<file path="src/timer16_pkg.sv">
// timer16_pkg: shared constants for the 16-bit timer counter/capture block
// assumes: an 8-bit processor bus with one-cycle read and write strobes
package timer16_pkg;

  // ---------------------------------------------------------------
  // register locations on the 8-bit bus
  // ---------------------------------------------------------------
  localparam logic [3:0] ADDR_CTRL_A   = 4'h0;
  localparam logic [3:0] ADDR_CTRL_B   = 4'h1;
  localparam logic [3:0] ADDR_CNT_LO   = 4'h2;
  localparam logic [3:0] ADDR_CNT_HI   = 4'h3;
  localparam logic [3:0] ADDR_CAP_LO   = 4'h4;
  localparam logic [3:0] ADDR_CAP_HI   = 4'h5;
  localparam logic [3:0] ADDR_CMPA_LO  = 4'h6;
  localparam logic [3:0] ADDR_CMPA_HI  = 4'h7;
  localparam logic [3:0] ADDR_FLAGS    = 4'h8;
  localparam logic [3:0] ADDR_MASK     = 4'h9;
  localparam logic [3:0] ADDR_CMP_CTRL = 4'hA;

  // ---------------------------------------------------------------
  // field positions
  // ---------------------------------------------------------------
  localparam int POS_FILTER_EN = 7;  // timer_control_b
  localparam int POS_EDGE_SEL  = 6;  // timer_control_b, 1 = rising
  localparam int POS_WGM_HI    = 3;  // timer_control_b bits 4:3
  localparam int POS_CS        = 0;  // timer_control_b bits 2:0
  localparam int POS_WGM_LO    = 0;  // timer_control_a bits 1:0
  localparam int POS_CAP_FLAG  = 5;  // flags / mask
  localparam int POS_OVF_FLAG  = 2;  // flags / mask
  localparam int POS_CMP_SEL   = 2;  // comparator_control_register

  // ---------------------------------------------------------------
  // reset values and counts
  // ---------------------------------------------------------------
  localparam logic [7:0]  RESET_BYTE   = 8'h00;
  localparam logic [15:0] RESET_WORD   = 16'h0000;
  localparam logic [15:0] CEIL_8BIT    = 16'h00FF;
  localparam logic [15:0] CEIL_9BIT    = 16'h01FF;
  localparam logic [15:0] CEIL_10BIT   = 16'h03FF;
  localparam logic [15:0] COUNT_MAX    = 16'hFFFF;
  localparam int          FILTER_TAPS  = 4;
  localparam logic [9:0]  DIV_8        = 10'h007;
  localparam logic [9:0]  DIV_64       = 10'h03F;
  localparam logic [9:0]  DIV_256      = 10'h0FF;
  localparam logic [9:0]  DIV_1024     = 10'h3FF;

  // host side operations
  typedef enum logic [1:0] {OP_WRITE16, OP_READ16, OP_WRITE8, OP_READ8}
    host_op_t;

endpackage : timer16_pkg

</file>
<file path="src/timer16_bus_if.sv">
// timer16_bus_if: 8-bit register bus between processor end and timer end
// assumes: both ends share MCLK; strobes last one cycle
`timescale 1ns/1ns
interface timer16_bus_if;
  logic [3:0] addr;
  logic       wr;
  logic       rd;
  logic [7:0] wdata;
  logic [7:0] rdata;
  logic       capture_irq;
  logic       overflow_irq;
  logic       capture_ack;
  logic       overflow_ack;

  modport device (input addr, wr, rd, wdata, capture_ack, overflow_ack,
                  output rdata, capture_irq, overflow_irq);
  modport host   (output addr, wr, rd, wdata, capture_ack, overflow_ack,
                  input rdata, capture_irq, overflow_irq);
endinterface : timer16_bus_if

</file>
<file path="src/timer16_device.sv">
// timer16_device: counter unit and input capture unit of a 16-bit timer
// assumes: processor end drives the bus on MCLK; pins are asynchronous
`timescale 1ns/1ns
module timer16_device
  import timer16_pkg::*;
(
  // clock and reset
  input  wire logic MCLK,
  input  wire logic RST,
  // register bus
  timer16_bus_if.device BUS,
  // capture sources, asynchronous
  input  wire logic CAPTURE_PIN,
  input  wire logic COMPARATOR_OUT,
  // counter indications
  output logic      CEILING,
  output logic      FLOOR
);

  // ---------------------------------------------------------------
  // registers
  // ---------------------------------------------------------------
  logic [7:0]  timer_control_a;
  logic [7:0]  timer_control_b;
  logic [7:0]  comparator_control_register;
  logic [7:0]  mask;
  logic [7:0]  holding;
  logic [15:0] count_value;
  logic [15:0] capture_register;
  logic [15:0] compare_a_register;
  logic        capture_flag;
  logic        counter_overflow_flag;
  logic        count_down;
  logic [9:0]  prescale;
  logic        timer_tick;
  logic [3:0]  waveform_generation_mode;
  logic [2:0]  clock_selection_field;
  logic [15:0] ceiling;
  logic        dual_slope;
  logic        fast_mode;
  logic        capture_ceiling_mode;

  // bus decodes
  logic wr_cnt_lo;
  logic rd_cnt_lo;
  logic wr_cap_lo;
  logic rd_cap_lo;
  logic wr_flags;

  assign waveform_generation_mode = {timer_control_b[POS_WGM_HI +: 2],
                                     timer_control_a[POS_WGM_LO +: 2]};
  assign clock_selection_field    = timer_control_b[POS_CS +: 3];
  assign wr_cnt_lo = BUS.wr && BUS.addr == ADDR_CNT_LO;
  assign rd_cnt_lo = BUS.rd && BUS.addr == ADDR_CNT_LO;
  assign wr_cap_lo = BUS.wr && BUS.addr == ADDR_CAP_LO;
  assign rd_cap_lo = BUS.rd && BUS.addr == ADDR_CAP_LO;
  assign wr_flags  = BUS.wr && BUS.addr == ADDR_FLAGS;

  // ---------------------------------------------------------------
  // mode decode
  // ---------------------------------------------------------------
  // ceiling per waveform mode; reserved mode 13 counts as normal
  always_comb
  begin
    case (waveform_generation_mode)
      4'h1, 4'h5: ceiling = CEIL_8BIT;
      4'h2, 4'h6: ceiling = CEIL_9BIT;
      4'h3, 4'h7: ceiling = CEIL_10BIT;
      4'h4, 4'h9, 4'hB, 4'hF: ceiling = compare_a_register;
      4'h8, 4'hA, 4'hC, 4'hE: ceiling = capture_register;
      default: ceiling = COUNT_MAX;
    endcase
  end

  assign dual_slope = waveform_generation_mode inside
                      {4'h1, 4'h2, 4'h3, 4'h8, 4'h9, 4'hA, 4'hB};
  assign fast_mode  = waveform_generation_mode inside
                      {4'h5, 4'h6, 4'h7, 4'hE, 4'hF};
  assign capture_ceiling_mode = waveform_generation_mode inside
                                {4'h8, 4'hA, 4'hC, 4'hE};

  // ---------------------------------------------------------------
  // timer tick from prescaler
  // ---------------------------------------------------------------
  // free-running divider; selections 6 and 7 are left as stopped here
  always_ff @(posedge MCLK or posedge RST)
  begin
    if (RST)
      prescale <= 10'h000;
    else
      prescale <= prescale + 10'h001;
  end

  always_comb
  begin
    case (clock_selection_field)
      3'h1:    timer_tick = 1'b1;
      3'h2:    timer_tick = (prescale[2:0] == DIV_8[2:0]);
      3'h3:    timer_tick = (prescale[5:0] == DIV_64[5:0]);
      3'h4:    timer_tick = (prescale[7:0] == DIV_256[7:0]);
      3'h5:    timer_tick = (prescale == DIV_1024);
      default: timer_tick = 1'b0;
    endcase
  end

  // ---------------------------------------------------------------
  // counter unit
  // ---------------------------------------------------------------
  assign CEILING = (count_value == ceiling);
  assign FLOOR   = (count_value == RESET_WORD);

  // a processor low-byte write wins over any tick in the same cycle
  always_ff @(posedge MCLK or posedge RST)
  begin
    if (RST)
    begin
      count_value <= RESET_WORD;
      count_down  <= 1'b0;
    end
    else if (wr_cnt_lo)
      count_value <= {holding, BUS.wdata};
    else if (timer_tick)
    begin
      if (dual_slope)
      begin
        if (CEILING)
        begin
          count_down  <= 1'b1;
          count_value <= count_value - 16'h0001;
        end
        else if (FLOOR)
        begin
          count_down  <= 1'b0;
          count_value <= count_value + 16'h0001;
        end
        else if (count_down)
          count_value <= count_value - 16'h0001;
        else
          count_value <= count_value + 16'h0001;
      end
      else if (CEILING)
        count_value <= RESET_WORD;
      else
        count_value <= count_value + 16'h0001;
    end
  end

  // ---------------------------------------------------------------
  // capture source, synchroniser and filter
  // ---------------------------------------------------------------
  logic [1:0] pin_sync;
  logic [1:0] cmp_sync;
  logic       source;
  logic [FILTER_TAPS-2:0] samples;
  logic       filtered;
  logic       detect_in;
  logic       detect_prev;
  logic       capture_event;

  // first stage feeds only the second stage
  always_ff @(posedge MCLK or posedge RST)
  begin
    if (RST)
    begin
      pin_sync <= 2'b00;
      cmp_sync <= 2'b00;
    end
    else
    begin
      pin_sync <= {pin_sync[0], CAPTURE_PIN};
      cmp_sync <= {cmp_sync[0], COMPARATOR_OUT};
    end
  end

  // switching source may itself look like an edge
  assign source = comparator_control_register[POS_CMP_SEL] ?
                  cmp_sync[1] : pin_sync[1];

  // filter runs on MCLK regardless of the prescaler
  always_ff @(posedge MCLK or posedge RST)
  begin
    if (RST)
    begin
      samples  <= '0;
      filtered <= 1'b0;
    end
    else
    begin
      // the live sample is the fourth; a full extra stage adds a cycle
      samples <= {samples[FILTER_TAPS-3:0], source};
      if ({samples, source} == '1)
        filtered <= 1'b1;
      else if ({samples, source} == '0)
        filtered <= 1'b0;
    end
  end

  assign detect_in = timer_control_b[POS_FILTER_EN] ?
                     filtered : source;

  always_ff @(posedge MCLK or posedge RST)
  begin
    if (RST)
      detect_prev <= 1'b0;
    else
      detect_prev <= detect_in;
  end

  // edge detector is idle while capture defines the ceiling
  assign capture_event = !capture_ceiling_mode &&
                         (detect_in != detect_prev) &&
                         (detect_in == timer_control_b[POS_EDGE_SEL]);

  // ---------------------------------------------------------------
  // capture register
  // ---------------------------------------------------------------
  always_ff @(posedge MCLK or posedge RST)
  begin
    if (RST)
      capture_register <= RESET_WORD;
    else if (capture_event)
      capture_register <= count_value;
    else if (wr_cap_lo && capture_ceiling_mode)
      capture_register <= {holding, BUS.wdata};
  end

  // ---------------------------------------------------------------
  // flags: hardware set wins over clear
  // ---------------------------------------------------------------
  logic overflow_event;
  assign overflow_event = timer_tick && !wr_cnt_lo &&
    (dual_slope ? (FLOOR && count_down) :
     fast_mode  ? CEILING : (count_value == COUNT_MAX));

  always_ff @(posedge MCLK or posedge RST)
  begin
    if (RST)
    begin
      capture_flag          <= 1'b0;
      counter_overflow_flag <= 1'b0;
    end
    else
    begin
      if (capture_event)
        capture_flag <= 1'b1;
      else if (BUS.capture_ack ||
               (wr_flags && BUS.wdata[POS_CAP_FLAG]))
        capture_flag <= 1'b0;
      if (overflow_event)
        counter_overflow_flag <= 1'b1;
      else if (BUS.overflow_ack ||
               (wr_flags && BUS.wdata[POS_OVF_FLAG]))
        counter_overflow_flag <= 1'b0;
    end
  end

  assign BUS.capture_irq  = capture_flag &&
                            mask[POS_CAP_FLAG];
  assign BUS.overflow_irq = counter_overflow_flag &&
                            mask[POS_OVF_FLAG];

  // ---------------------------------------------------------------
  // control registers and holding byte
  // ---------------------------------------------------------------
  always_ff @(posedge MCLK or posedge RST)
  begin
    if (RST)
    begin
      timer_control_a             <= RESET_BYTE;
      timer_control_b             <= RESET_BYTE;
      comparator_control_register <= RESET_BYTE;
      mask                        <= RESET_BYTE;
      compare_a_register          <= RESET_WORD;
    end
    else if (BUS.wr)
    begin
      case (BUS.addr)
        ADDR_CTRL_A:   timer_control_a             <= BUS.wdata;
        ADDR_CTRL_B:   timer_control_b             <= BUS.wdata;
        ADDR_CMP_CTRL: comparator_control_register <= BUS.wdata;
        ADDR_MASK:     mask                        <= BUS.wdata;
        ADDR_CMPA_LO:  compare_a_register <= {holding, BUS.wdata};
        default: ;
      endcase
    end
  end

  // one holding byte shared by every 16-bit register
  always_ff @(posedge MCLK or posedge RST)
  begin
    if (RST)
      holding <= RESET_BYTE;
    else if (rd_cnt_lo)
      holding <= count_value[15:8];
    else if (rd_cap_lo)
      holding <= capture_register[15:8];
    else if (BUS.wr && BUS.addr inside
             {ADDR_CNT_HI, ADDR_CAP_HI, ADDR_CMPA_HI})
      holding <= BUS.wdata;
  end

  // ---------------------------------------------------------------
  // read data, one cycle after the read strobe
  // ---------------------------------------------------------------
  always_ff @(posedge MCLK or posedge RST)
  begin
    if (RST)
      BUS.rdata <= RESET_BYTE;
    else if (BUS.rd)
    begin
      case (BUS.addr)
        ADDR_CTRL_A:   BUS.rdata <= timer_control_a;
        ADDR_CTRL_B:   BUS.rdata <= timer_control_b;
        ADDR_CNT_LO:   BUS.rdata <= count_value[7:0];
        ADDR_CNT_HI:   BUS.rdata <= holding;
        ADDR_CAP_LO:   BUS.rdata <= capture_register[7:0];
        ADDR_CAP_HI:   BUS.rdata <= holding;
        ADDR_CMPA_LO:  BUS.rdata <= compare_a_register[7:0];
        ADDR_CMPA_HI:  BUS.rdata <= compare_a_register[15:8];
        ADDR_FLAGS:    BUS.rdata <= 8'(capture_flag << POS_CAP_FLAG) |
                          8'(counter_overflow_flag << POS_OVF_FLAG);
        ADDR_MASK:     BUS.rdata <= mask;
        ADDR_CMP_CTRL: BUS.rdata <= comparator_control_register;
        default:       BUS.rdata <= RESET_BYTE;
      endcase
    end
  end

endmodule : timer16_device

</file>
<file path="src/flat_wrapper.sv">
// flat-port wrapper written by rule: the top's interface ports become plain ports
module timer16_device_flat import timer16_pkg::*;
  (MCLK, RST, CAPTURE_PIN, COMPARATOR_OUT, CEILING, FLOOR, BUS_addr, BUS_wr, BUS_rd, BUS_wdata, BUS_capture_ack, BUS_overflow_ack, BUS_rdata, BUS_capture_irq, BUS_overflow_irq);
  timer16_bus_if BUS_i ();
  input  wire logic MCLK;
  input  wire logic RST;
  input  wire logic CAPTURE_PIN;
  input  wire logic COMPARATOR_OUT;
  output logic CEILING;
  output logic FLOOR;
  input wire logic [$bits(BUS_i.addr)-1:0] BUS_addr;
  input wire logic [$bits(BUS_i.wr)-1:0] BUS_wr;
  input wire logic [$bits(BUS_i.rd)-1:0] BUS_rd;
  input wire logic [$bits(BUS_i.wdata)-1:0] BUS_wdata;
  input wire logic [$bits(BUS_i.capture_ack)-1:0] BUS_capture_ack;
  input wire logic [$bits(BUS_i.overflow_ack)-1:0] BUS_overflow_ack;
  output wire logic [$bits(BUS_i.rdata)-1:0] BUS_rdata;
  output wire logic [$bits(BUS_i.capture_irq)-1:0] BUS_capture_irq;
  output wire logic [$bits(BUS_i.overflow_irq)-1:0] BUS_overflow_irq;
  assign BUS_i.addr = BUS_addr;
  assign BUS_i.wr = BUS_wr;
  assign BUS_i.rd = BUS_rd;
  assign BUS_i.wdata = BUS_wdata;
  assign BUS_i.capture_ack = BUS_capture_ack;
  assign BUS_i.overflow_ack = BUS_overflow_ack;
  assign BUS_rdata = BUS_i.rdata;
  assign BUS_capture_irq = BUS_i.capture_irq;
  assign BUS_overflow_irq = BUS_i.overflow_irq;
  timer16_device u_core (.MCLK(MCLK), .RST(RST), .BUS(BUS_i), .CAPTURE_PIN(CAPTURE_PIN), .COMPARATOR_OUT(COMPARATOR_OUT), .CEILING(CEILING), .FLOOR(FLOOR));
endmodule
</file>
<file path="config.mk">
export PLATFORM = sky130hd
export DESIGN_NAME = timer16_device_flat
export DESIGN_NICKNAME = d
export VERILOG_FILES = /design/src/timer16_pkg.sv /design/src/timer16_bus_if.sv /design/src/timer16_device.sv /design/src/flat_wrapper.sv
export SDC_FILE = /design/constraint.sdc
export NUM_CORES = 1
export LEC_CHECK = 0
export BUFFER_PORTS_ARGS = -buffer_cell sky130_fd_sc_hd__buf_2
export CAP_MARGIN = 0
export CORE_UTILIZATION = 50
export CTS_BUF_LIST = sky130_fd_sc_hd__clkbuf_8 sky130_fd_sc_hd__clkbuf_16
export DETAILED_ROUTE_END_ITERATION = 8
export PLACE_DENSITY = 0.66
export SLEW_MARGIN = 20
export SYNTH_ARGS = -nofsm -noshare
export SYNTH_HDL_FRONTEND = slang
export SYNTH_SLANG_ARGS = --single-unit
</file>
<file path="constraint.sdc">
create_clock -name MCLK -period 7.57 [get_ports MCLK]
set_input_delay 0 -clock MCLK [delete_from_list [all_inputs] [get_ports MCLK]]
set_output_delay 0 -clock MCLK [all_outputs]
set_load 0.02 [all_outputs]
</file>
==> results by group, run 1 <==
GRT
  – Tot GR Track Use: roughly 33%
  – First-pass GRT wire length: 34,600 um
  – Largest net degree at the start of global routing: 72
  – Initial antenna violation count: 1
  – Grt ovf: 0
  – Vias in the first global route: between 5,000 and 6,000

Worst setup path
  – R2r setup slk: 4200 ps
  – WP data arrival: 3690 ps
  – Critical Path RT: 7890 ps
  – Slowest stage delay, CP: 920 ps
  – Crit path buffers/inverters: 0
  – Crit path max-delay family: compound AO/OA/AOI/OAI gates
  – Slowest CP cell: dfrtp_1
  – Max FO, Critical Path: 29
  – Worst-path cell chain: nor3_4, a22oi_2, o22ai_2, xnor2_1, nor4_2, nand4_4, o21ai_4, a21boi_1, o41ai_2
  – Worst Setup End Kind: flip-flop
  – Crit start category: flip-flop
  – Crit path kind: reg -> reg

Yosys
  – Post-synthesis simple-gate area fraction: approximately 20%
  – Post-synthesis sequential area ratio: 42.3%
  – Post-synthesis mux area share: 8.59%
  – Leading area contributor after synthesis: dfrtp_1
  – Syn Inst Count: between 700 and 800
  – Post-synthesis compound-gate area fraction: 19.7%
  – Post-Synthesis Cell Area: 0.00698 mm2
  – Async set-reset flop share out of synthesis: 100%
  – Seq cells post-synth: 118
  – Adder-cell area share of the yosys netlist: less than 1%
  – Main synth FF type: dfrtp_1
  – Top post-synthesis cells by area: dfrtp_1 (42%), mux2_2 (7.4%), nand2_1 (5.5%)
  – Main combinational cell family by area after synthesis: compound AO/OA/AOI/OAI gates
  – Share of the synthesized area in the top cell type: 42.3%
  – Library cells used by synthesis: 73
  – Most common cell in the netlist: dfrtp_1
  – Post-synthesis xor/xnor area fraction: 3.89%
  – Post-synth top cells: dfrtp_1 (118), nand2_1 (103), nor2_1 (56)
  – Synth warn: 0
  – EDFF count, synth: 0
  – Synthesized Nets: 805
  – Syn Area/Cell: 8.95 um2

Worst hold path
  – Worst Hold Class: in -> reg

Clock network
  – CTS Buf Count: 17
  – Clk Tree Root Cell: clkbuf_16
  – CTS tree: built
  – Worst-path clk slew: about 60 ps
  – Max Root-Sink Buffers: 2
  – # hold bufs at CTS: 13
  – Resized Gates After CTS: 0
  – CTS H-Tree Depth: 4
  – Number of setup buffers added after CTS: 0
  – Clk_lat worst skew: 430 ps
  – CTS sink cnt: ~120

Cells and area
  – Multi-input gate area: 0.00368 mm2
  – Fin util: 58.6%
  – Layout area overhead: 12.5%
  – Register area: 0.00295 mm2
  – Ratio of cells with drive above 1 in the final layout: between 10% and 20%
  – # diodes: 0
  – Nets@finish: 819
  – Fill cells: around 1,200

Timing
  – Least-Margin Pin Slew: 1080 ps
  – Peak Freq: 0.297 GHz
  – Clk_skew: 9.90 ps
  – Endpoints failing hold: 0
  – Hold_ws: approximately 50 ps
  – Post-layout minimum cycle time: 3370 ps
  – Tcrit/Tclk final: around 44%
  – Setup_tns: 0 ps
  – Final slew viol count: 0
  – Finish-stage setup viols: 0
  – Relative slew slack: 27.7%
  – RSZ-0062 raised after global routing: no

Job
  – Max Cap Violations: 0

Detailed routing
  – Antenna-violating nets left: 0
  – WL per Instance: 22.9 um
  – Via count: 6,396
  – WL final: 22,500 um
  – DRT Pass-1 Iters: 6
  – DRT iter0 DRCs: 735
  – Via density: 6.51
  – Drt drc: 0

Power
  – Static leakage: ~0.0034 uW
  – Power, Total: 2570 uW
  – Max IR drop VDD: 0.252 mV
  – P per Cell Area: 328 mW/mm2

Place
  – PortBufs: 31
  – Post-DP HPWL: 15,400 um
  – Gp weighted congestion: 1.01

Floorplan
  – Placement Rows: 42
  – Die X: 120 um
  – Die height: between 100 and 150 um
  – Initial core utilization: 52.1%
  – Die area: 0.0144 mm2
  – Ports: 32
  – Core area: between 0.01 and 0.015 mm2

Run status
  – Status: finished, final reports clean
## layout by cell type (no fill, tap or decap), drive strengths merged, types with 15 or more instances in the layout
cell type and instances:
a21oi 52, a22oi 33, a31oi 21, and3 15, buf 36, clkbuf 17, dfrtp 118, inv 33
mux2 47, nand2 103, nand3 31, nor2 57, nor3 21, o21ai 43, o22ai 16, xnor2 21
## cell type report
class,count,area share (%)
Inverter,31,1.53
Multi-Input combinational cell,577,46.9
Tap cell,176,2.81
Sequential cell,118,37.6
Timing Repair Buffer,49,4.11
Clock inverter,14,1.63
Clock buffer,17,5.42
## path summary, 6_finish.rpt
kind / cells past startpoint / to / from
worst min-delay path: 2 / u_core.BUS.rdata[0] / BUS_rd
worst max register to register: 9 / u_core.count_value[11] / u_core.timer_control_a[0]
worst max-delay path: 9 / u_core.count_value[11] / u_core.timer_control_a[0]
min in group asynchronous: 3 / u_core.timer_control_b[1] / RST
max in group asynchronous: 4 / u_core.compare_a_register[10] / RST
worst min register to register: 0 / u_core.pin_sync[1] / u_core.pin_sync[0]
## sequential cells by signal, indices dropped and copies added, names as in the netlist
register	count
u_core.timer_control_a	8
u_core.holding	8
u_core.pin_sync	2
u_core.timer_control_b	8
u_core.comparator_control_register	8
u_core.filtered	1
u_core.count_value	16
u_core.detect_prev	1
u_core.capture_register	16
u_core.BUS.rdata	8
u_core.prescale	10
u_core.cmp_sync	2
u_core.count_down	1
u_core.counter_overflow_flag	1
u_core.mask	8
u_core.compare_a_register	16
u_core.capture_flag	1
u_core.samples	3
## layer usage
layer	up-vias	global-route usage [%]	wire length [um]
met1	3170	46.6	10100
met4	0	12.0	607
li1	2843	-	-
met2	332	47.6	10100
met3	51	8.17	1750
met5	-	0	0
## where the power goes
group | switching [uW] | internal [uW] | total [uW]
combinational | 402 | 315 | 717
clock | 316 | 450 | 766
sequential | 298 | 791 | 1090
total | 1020 | 1560 | 2570
## cells by family (layout without fill, tap and decap cells)
logic type      Yosys count  in the layout
buf+inv                  85            111
mux                      54             54
compound gates          210            210
flops                   118            118
fa+ha+maj                 5              5
simple gates            277            277
xor+xnor                 31             31
## through the flow
step	instance area, um2	cells	setup slack, ps
detailed placement	7170	938	4290
finish	7850	982	4200
CTS	7850	982	4270
global route	7850	982	4000
global placement	7160	938	4350
floorplan	6980	780	4440
Power figures use the tool's default switching activity.
==> run 2, diff against run 1 <==
Settings changed: PLACE_DENSITY 0.66 to 0.69.
Clock period 7.57 ns to 3.09 ns, I/O delays scaled along.
==> run 2 against run 1 <==
Maximum frequency is 17% higher. Die area stayed put. Sequential share of layout area is 1.3 points lower. Count of clock-buffer cells in the layout is 1 higher. Non-clock buffer count is 27 higher.
==> results by group, run 2 (synthesized netlist as in run 1, its figures left out) <==
Power
  – Power, Total: 6690 uW (was 2570 uW)
  – Static leakage: 0.00353 uW (was 0.00336 uW)
  – P per Cell Area: 821 mW/mm2 (was 328 mW/mm2)
  – Max IR drop VDD: 0.631 mV (was 0.252 mV)

GRT
  – Vias in the first global route: 6,233 (was 5,849)
  – Largest net degree at the start of global routing: 67 (was 72)
  – Initial antenna violation count: 1 (unchanged)
  – Grt ovf: 0 (unchanged)
  – Tot GR Track Use: 33.6% (was 32.7%)
  – First-pass GRT wire length: 36,000 um (was 34,600 um)

Timing
  – Tcrit/Tclk final: 92.9% (was 44.5%)
  – Endpoints failing hold: 0 (unchanged)
  – Final slew viol count: 0 (unchanged)
  – Least-Margin Pin Slew: 1150 ps (was 1080 ps)
  – Clk_skew: 10.9 ps (was 9.90 ps)
  – Hold_ws: 8.88 ps (was 49.7 ps)
  – Post-layout minimum cycle time: 2870 ps (was 3370 ps)
  – Relative slew slack: 22.5% (was 27.7%)
  – Peak Freq: 0.348 GHz (was 0.297 GHz)
  – Setup_tns: 0 ps (unchanged)
  – Finish-stage setup viols: 0 (unchanged)

Floorplan
  – Initial core utilization: 52.1% (unchanged)
  – Placement Rows: 42 (unchanged)
  – Ports: 32 (unchanged)
  – Die height: 120 um (unchanged)
  – Core area: 0.0134 mm2 (unchanged)
  – Die X: 120 um (unchanged)
  – Die area: 0.0144 mm2 (unchanged)

Detailed routing
  – DRT Pass-1 Iters: 6 (unchanged)
  – Antenna-violating nets left: 0 (unchanged)
  – WL per Instance: 22.8 um (was 22.9 um)
  – Via density: 6.47 (was 6.51)
  – Via count: 6,534 (was 6,396)
  – Drt drc: 0 (unchanged)
  – DRT iter0 DRCs: 900 (was 735)
  – WL final: 23,000 um (was 22,500 um)

Worst setup path
  – WP data arrival: 3200 ps (was 3690 ps)
  – Worst reg2reg path depth: 11 (was 9)
  – Crit start category: flip-flop (unchanged)
  – Reg2reg start: u_core.timer_control_a[0] (unchanged)
  – Worst Setup End Kind: flip-flop (unchanged)
  – Worst R2R End: u_core.count_value[11] (unchanged)
  – Crit path kind: reg -> reg (unchanged)
  – R2r setup slk: 220 ps (was 4200 ps)
  – Critical Path RT: 3410 ps (was 7890 ps)
  – Max FO, Critical Path: 11 (was 29)

Cells and area
  – Final Cell Area: 0.00814 mm2 (was 0.00785 mm2)
  – Nets@finish: 846 (was 819)
  – Ratio of cells with drive above 1 in the final layout: 19.7% (was 16.7%)
  – # diodes: 0 (unchanged)
  – Most frequent cells in the layout: dfrtp_1 (117), nand2_1 (103), nor2_1 (56), a21oi_1 (52), mux2_2 (46) (was dfrtp_1 (118), nand2_1 (103), nor2_1 (55), a21oi_1 (52), mux2_2 (46))
  – Commonest non-fill, non-tap cell in the layout: dfrtp_1 (unchanged)
  – Layout area overhead: 16.7% (was 12.5%)
  – Top flop regs: u_core.capture_register: 16 flops, u_core.compare_a_register: 16 flops, u_core.count_value: 16 flops (unchanged)
  – Fin util: 60.8% (was 58.6%)

Clock network
  – CTS H-Tree Depth: 4 (unchanged)
  – Clk Tree Root Cell: clkbuf_16 (unchanged)
  – Clk_lat worst skew: 430 ps (about the same)
  – Number of setup buffers added after CTS: 0 (unchanged)
  – CTS tree: built (unchanged)
  – Max Root-Sink Buffers: 2 (unchanged)
  – Worst-path clk slew: 60 ps (about the same)
  – CTS Buf Count: 17 (unchanged)
  – CTS sink cnt: 118 (unchanged)

Worst hold path
  – Worst Hold Class: in -> reg (unchanged)
  – Hold endpoint: u_core.count_value[5] (was u_core.BUS.rdata[0])
  – Hold path depth: 3 (was 2)
  – Hold_sp: BUS_wdata[5] (was BUS_rd)

Place
  – Gp weighted congestion: 0.974 (was 1.01)
  – PortBufs: 31 (unchanged)
  – Post-DP HPWL: 15,900 um (was 15,400 um)
  – Placed Area: 0.00738 mm2 (was 0.00717 mm2)

Run status
  – Status: finished, final reports clean (unchanged)

Job
  – Max Cap Violations: 0 (unchanged)
[run 2: changes by cell type in the layout (fill, tap and decap cells not counted), sizes merged]
cell / before / now
dlygate4sd3: 13 / 12
bufinv: 1 / 2
clkinv: 7 / 3
buf: 36 / 64
clkbuf: 17 / 18
inv: 33 / 36
[run 2: worst max path at each step]
stage / slack, ps / startpoint / cells past startpoint / endpoint
after floorplan: 450 / u_core.timer_control_a[1] / 10 / u_core.count_value[11]
after global placement: 130 / u_core.timer_control_b[4] / 9 / u_core.count_value[4]
after detailed placement: 150 / u_core.timer_control_b[4] / 8 / u_core.count_value[4]
after CTS: 140 / u_core.timer_control_b[4] / 8 / u_core.count_value[4]
after global routing: -6 / u_core.timer_control_a[0] / 11 / u_core.count_value[11]
final: 220 / u_core.timer_control_a[0] / 11 / u_core.count_value[11]
[run 2: through the flow]
step	worst slack [ps]	std cells
detailed placement	153	966
floorplan	447	780
global route	-5.92	1010
finish	218	1010
CTS	141	1010
global placement	131	966
[run 2: area by class of cell]
class | count | area (um2)
inverter | 31 | 121
sequential | 118 | 2950
multi-input combinational | 577 | 3710
timing repair buffer | 76 | 536
fill | 1173 | 5260
clock inverter | 14 | 166
clock buffer | 18 | 439
tap | 176 | 220
[run 2: per-layer routing]
| metal | vias up | global-route usage, % | share of wire (%) |
|---|---|---|---|
| li1 | 2906 | - | - |
| met1 | 3159 | 44.5 | 41 |
| met2 | 396 | 49.4 | 44 |
| met3 | 73 | 10.3 | 10 |
| met4 | 0 | 17.3 | 4.0 |
| met5 | - | 0 | 0 |
[run 2: power by group]
part | switching, uW | internal (uW)
combinational | 1300 | 892
clock | 810 | 1230
sequential | 506 | 1940
total | 2620 | 4070
[run 2: worst max-delay path, stage by stage, from the launching register on]
cell      delay [ps]
dfrtp_1          630
buf_4            250
nor2_1            70
a311o_1          330
o221ai_1          80
o211ai_1         200
nor3_2           280
nand4_4          220
clkinv_2         130
nand2_1           70
o221a_1          290
o41ai_2          210
[run 2: repair_timing]
item | in CTS | in global routing
hold buffers | 12 | 0
hold endpoints to repair | 49 | 0
gates resized for setup | 0 | 6
setup endpoints to repair | 0 | 11
==> run 3, diff against run 2 <==
Clock period 3.09 ns to 2.4 ns, I/O delays scaled along.
==> run 3 against run 2 <==
The flow now finishes with violations (negative setup slack). Non-clock buffer count increased by 71. First-iteration DRC count decreased by 19%. Utilization increased by 6.2 points. Register-to-register slack got worse by 620 ps. Critical path depth unchanged. Via count increased by 6.4%. Sequential share of layout area decreased by 3.3 points. Largest power group is now combinational cells.
==> results by group, run 3 (synthesized netlist as in run 1, its figures left out) <==
Detailed routing
  – WL per Instance: 22.5 um (was 22.8 um)
  – Drt drc: 0 (unchanged)
  – Antenna-violating nets left: 0 (unchanged)
  – Via density: 6.42 (was 6.47)
  – DRT Pass-1 Iters: 8 (was 6)
  – WL final: 24,400 um (was 23,000 um)
  – DRT iter0 DRCs: 733 (was 900)
  – Via count: 6,955 (was 6,534)

Clock network
  – Worst-path clk slew: 60 ps (about the same)
  – CTS sink cnt: 118 (unchanged)
  – CTS Buf Count: 17 (unchanged)
  – Clk Tree Root Cell: clkbuf_16 (unchanged)
  – CTS H-Tree Depth: 4 (unchanged)
  – CTS tree: built (unchanged)
  – Clk_lat worst skew: 430 ps (about the same)
  – Max Root-Sink Buffers: 2 (unchanged)

Timing
  – Post-layout minimum cycle time: 2800 ps (was 2870 ps)
  – Finish-stage setup viols: 19 (was 0)
  – Tcrit/Tclk final: 117% (was 92.9%)
  – Final slew viol count: 0 (unchanged)
  – RSZ-0062 raised after global routing: yes
  – Endpoints failing hold: 0 (unchanged)
  – Peak Freq: 0.357 GHz (was 0.348 GHz)
  – Least-Margin Pin Slew: 1060 ps (was 1150 ps)
  – Final worst slack: -401 ps (was 218 ps)
  – Relative slew slack: 29.0% (was 22.5%)
  – Clk_skew: 12.2 ps (was 10.9 ps)
  – Setup_tns: -5670 ps (was 0 ps)

Job
  – Max Cap Violations: 0 (unchanged)

Floorplan
  – Placement Rows: 42 (unchanged)
  – Ports: 32 (unchanged)
  – Die height: 120 um (unchanged)
  – Die X: 120 um (unchanged)
  – Initial core utilization: 52.1% (unchanged)
  – Die area: 0.0144 mm2 (unchanged)
  – Core area: 0.0134 mm2 (unchanged)

Power
  – Power, Total: 9300 uW (was 6690 uW)
  – Static leakage: 0.00399 uW (was 0.00353 uW)
  – Max IR drop VDD: 0.632 mV (was 0.631 mV)
  – P per Cell Area: 1040 mW/mm2 (was 821 mW/mm2)

Cells and area
  – Nets@finish: 919 (was 846)
  – Ratio of cells with drive above 1 in the final layout: 29.7% (was 19.7%)
  – Fin util: 67.0% (was 60.8%)
  – Most frequent cells in the layout: dfrtp_1 (114), nand2_1 (100), buf_4 (88), nor2_1 (52), a21oi_1 (49) (was dfrtp_1 (117), nand2_1 (103), nor2_1 (56), a21oi_1 (52), mux2_2 (46))
  – Top flop regs: u_core.capture_register: 16 flops, u_core.compare_a_register: 16 flops, u_core.count_value: 16 flops (unchanged)
  – # diodes: 0 (unchanged)
  – Layout area overhead: 28.6% (was 16.7%)
  – Commonest non-fill, non-tap cell in the layout: dfrtp_1 (unchanged)

Worst setup path
  – R2r setup slk: -400 ps (was 220 ps)
  – Worst Setup End Kind: flip-flop (unchanged)
  – Crit start category: flip-flop (unchanged)
  – Critical Path RT: 2740 ps (was 3410 ps)
  – WP data arrival: 3140 ps (was 3200 ps)
  – Crit path kind: reg -> reg (unchanged)
  – Max FO, Critical Path: 7 (was 11)

GRT
  – Largest net degree at the start of global routing: 50 (was 67)
  – Grt ovf: 0 (unchanged)
  – First-pass GRT wire length: 37,100 um (was 36,000 um)
  – Vias in the first global route: 6,646 (was 6,233)
  – Tot GR Track Use: 34.5% (was 33.6%)
  – Initial antenna violation count: 1 (unchanged)

Place
  – PortBufs: 31 (unchanged)
  – Post-DP HPWL: 16,900 um (was 15,900 um)
  – Gp weighted congestion: 0.940 (was 0.974)
  – Dpl ws: -400 ps (was 153 ps)

Run status
  – Failing checks: negative setup slack
  – Status: finished, violations left (was finished, final reports clean)

Worst hold path
  – Worst Hold Class: in -> reg (unchanged)
[run 3: per-layer routing]
metal / GRT usage (%) / vias up / wire [um]
met5: 0 / - / 0
met4: 16.1 / 0 / 972
met3: 9.22 / 80 / 2320
met2: 53.1 / 406 / 11200
met1: 45.0 / 3418 / 9870
li1: - / 3051 / -
[run 3: through the flow]
| step | cells | hold slack (ps) | cell area (um2) |
|---|---|---|---|
| after detailed placement | 1020 | 30.8 | 7860 |
| final | 1083 | 32.1 | 8970 |
| after CTS | 1073 | 9.06 | 8790 |
| after floorplan | 780 | 31.4 | 7040 |
| after global routing | 1083 | 40.3 | 8970 |
| after global placement | 1020 | 32.6 | 7860 |
[run 3: power breakdown]
group	leakage (uW)	switching (uW)	internal, uW
logic	0.00225	1920	1570
clock network	0.000301	1050	1660
registers	0.00144	601	2510
total	0.00399	3570	5730
[run 3: cell type report]
type	count	area [um2]
Fill cell	1070	4430
Timing Repair Buffer	147	1160
Clock inverter	15	193
Tap cell	176	220
Sequential cell	118	2960
Multi-Input combinational cell	579	3890
Inverter	31	125
Clock buffer	17	425
[run 3: worst paths after layout]
path / start / end / depth (start not counted)
worst max register to register: u_core.timer_control_b[3] / u_core.count_value[15] / 11
worst max-delay path: u_core.timer_control_b[3] / u_core.count_value[15] / 11
worst min register to register: u_core.pin_sync[0] / u_core.pin_sync[1] / 0
max in group asynchronous: RST / u_core.mask[6] / 4
worst min-delay path: BUS_wdata[4] / u_core.capture_register[4] / 3
min in group asynchronous: RST / u_core.prescale[5] / 3
[run 3: worst max-delay path, cell delays in order (launching register included)]
cell and delay (ps):
dfrtp_2 470, buf_4 190, nor2b_1 130, o31ai_1 260, a22o_1 190, xor2_1 90, nor4_4 380, nand4_4 200
o21ai_4 290, buf_6 190, a32oi_1 100, a31oi_1 200
[run 3: timing repair]
action / 4_1_cts / 5_1_grt
endpoints found under the setup margin: 35 / 26
cloned: 0 / 3
endpoints found under the hold margin: 83 / 0
hold buffers: 12 / 0
gates resized for setup: 29 / 22
setup buffers: 10 / 7
pin swaps: 8 / 10
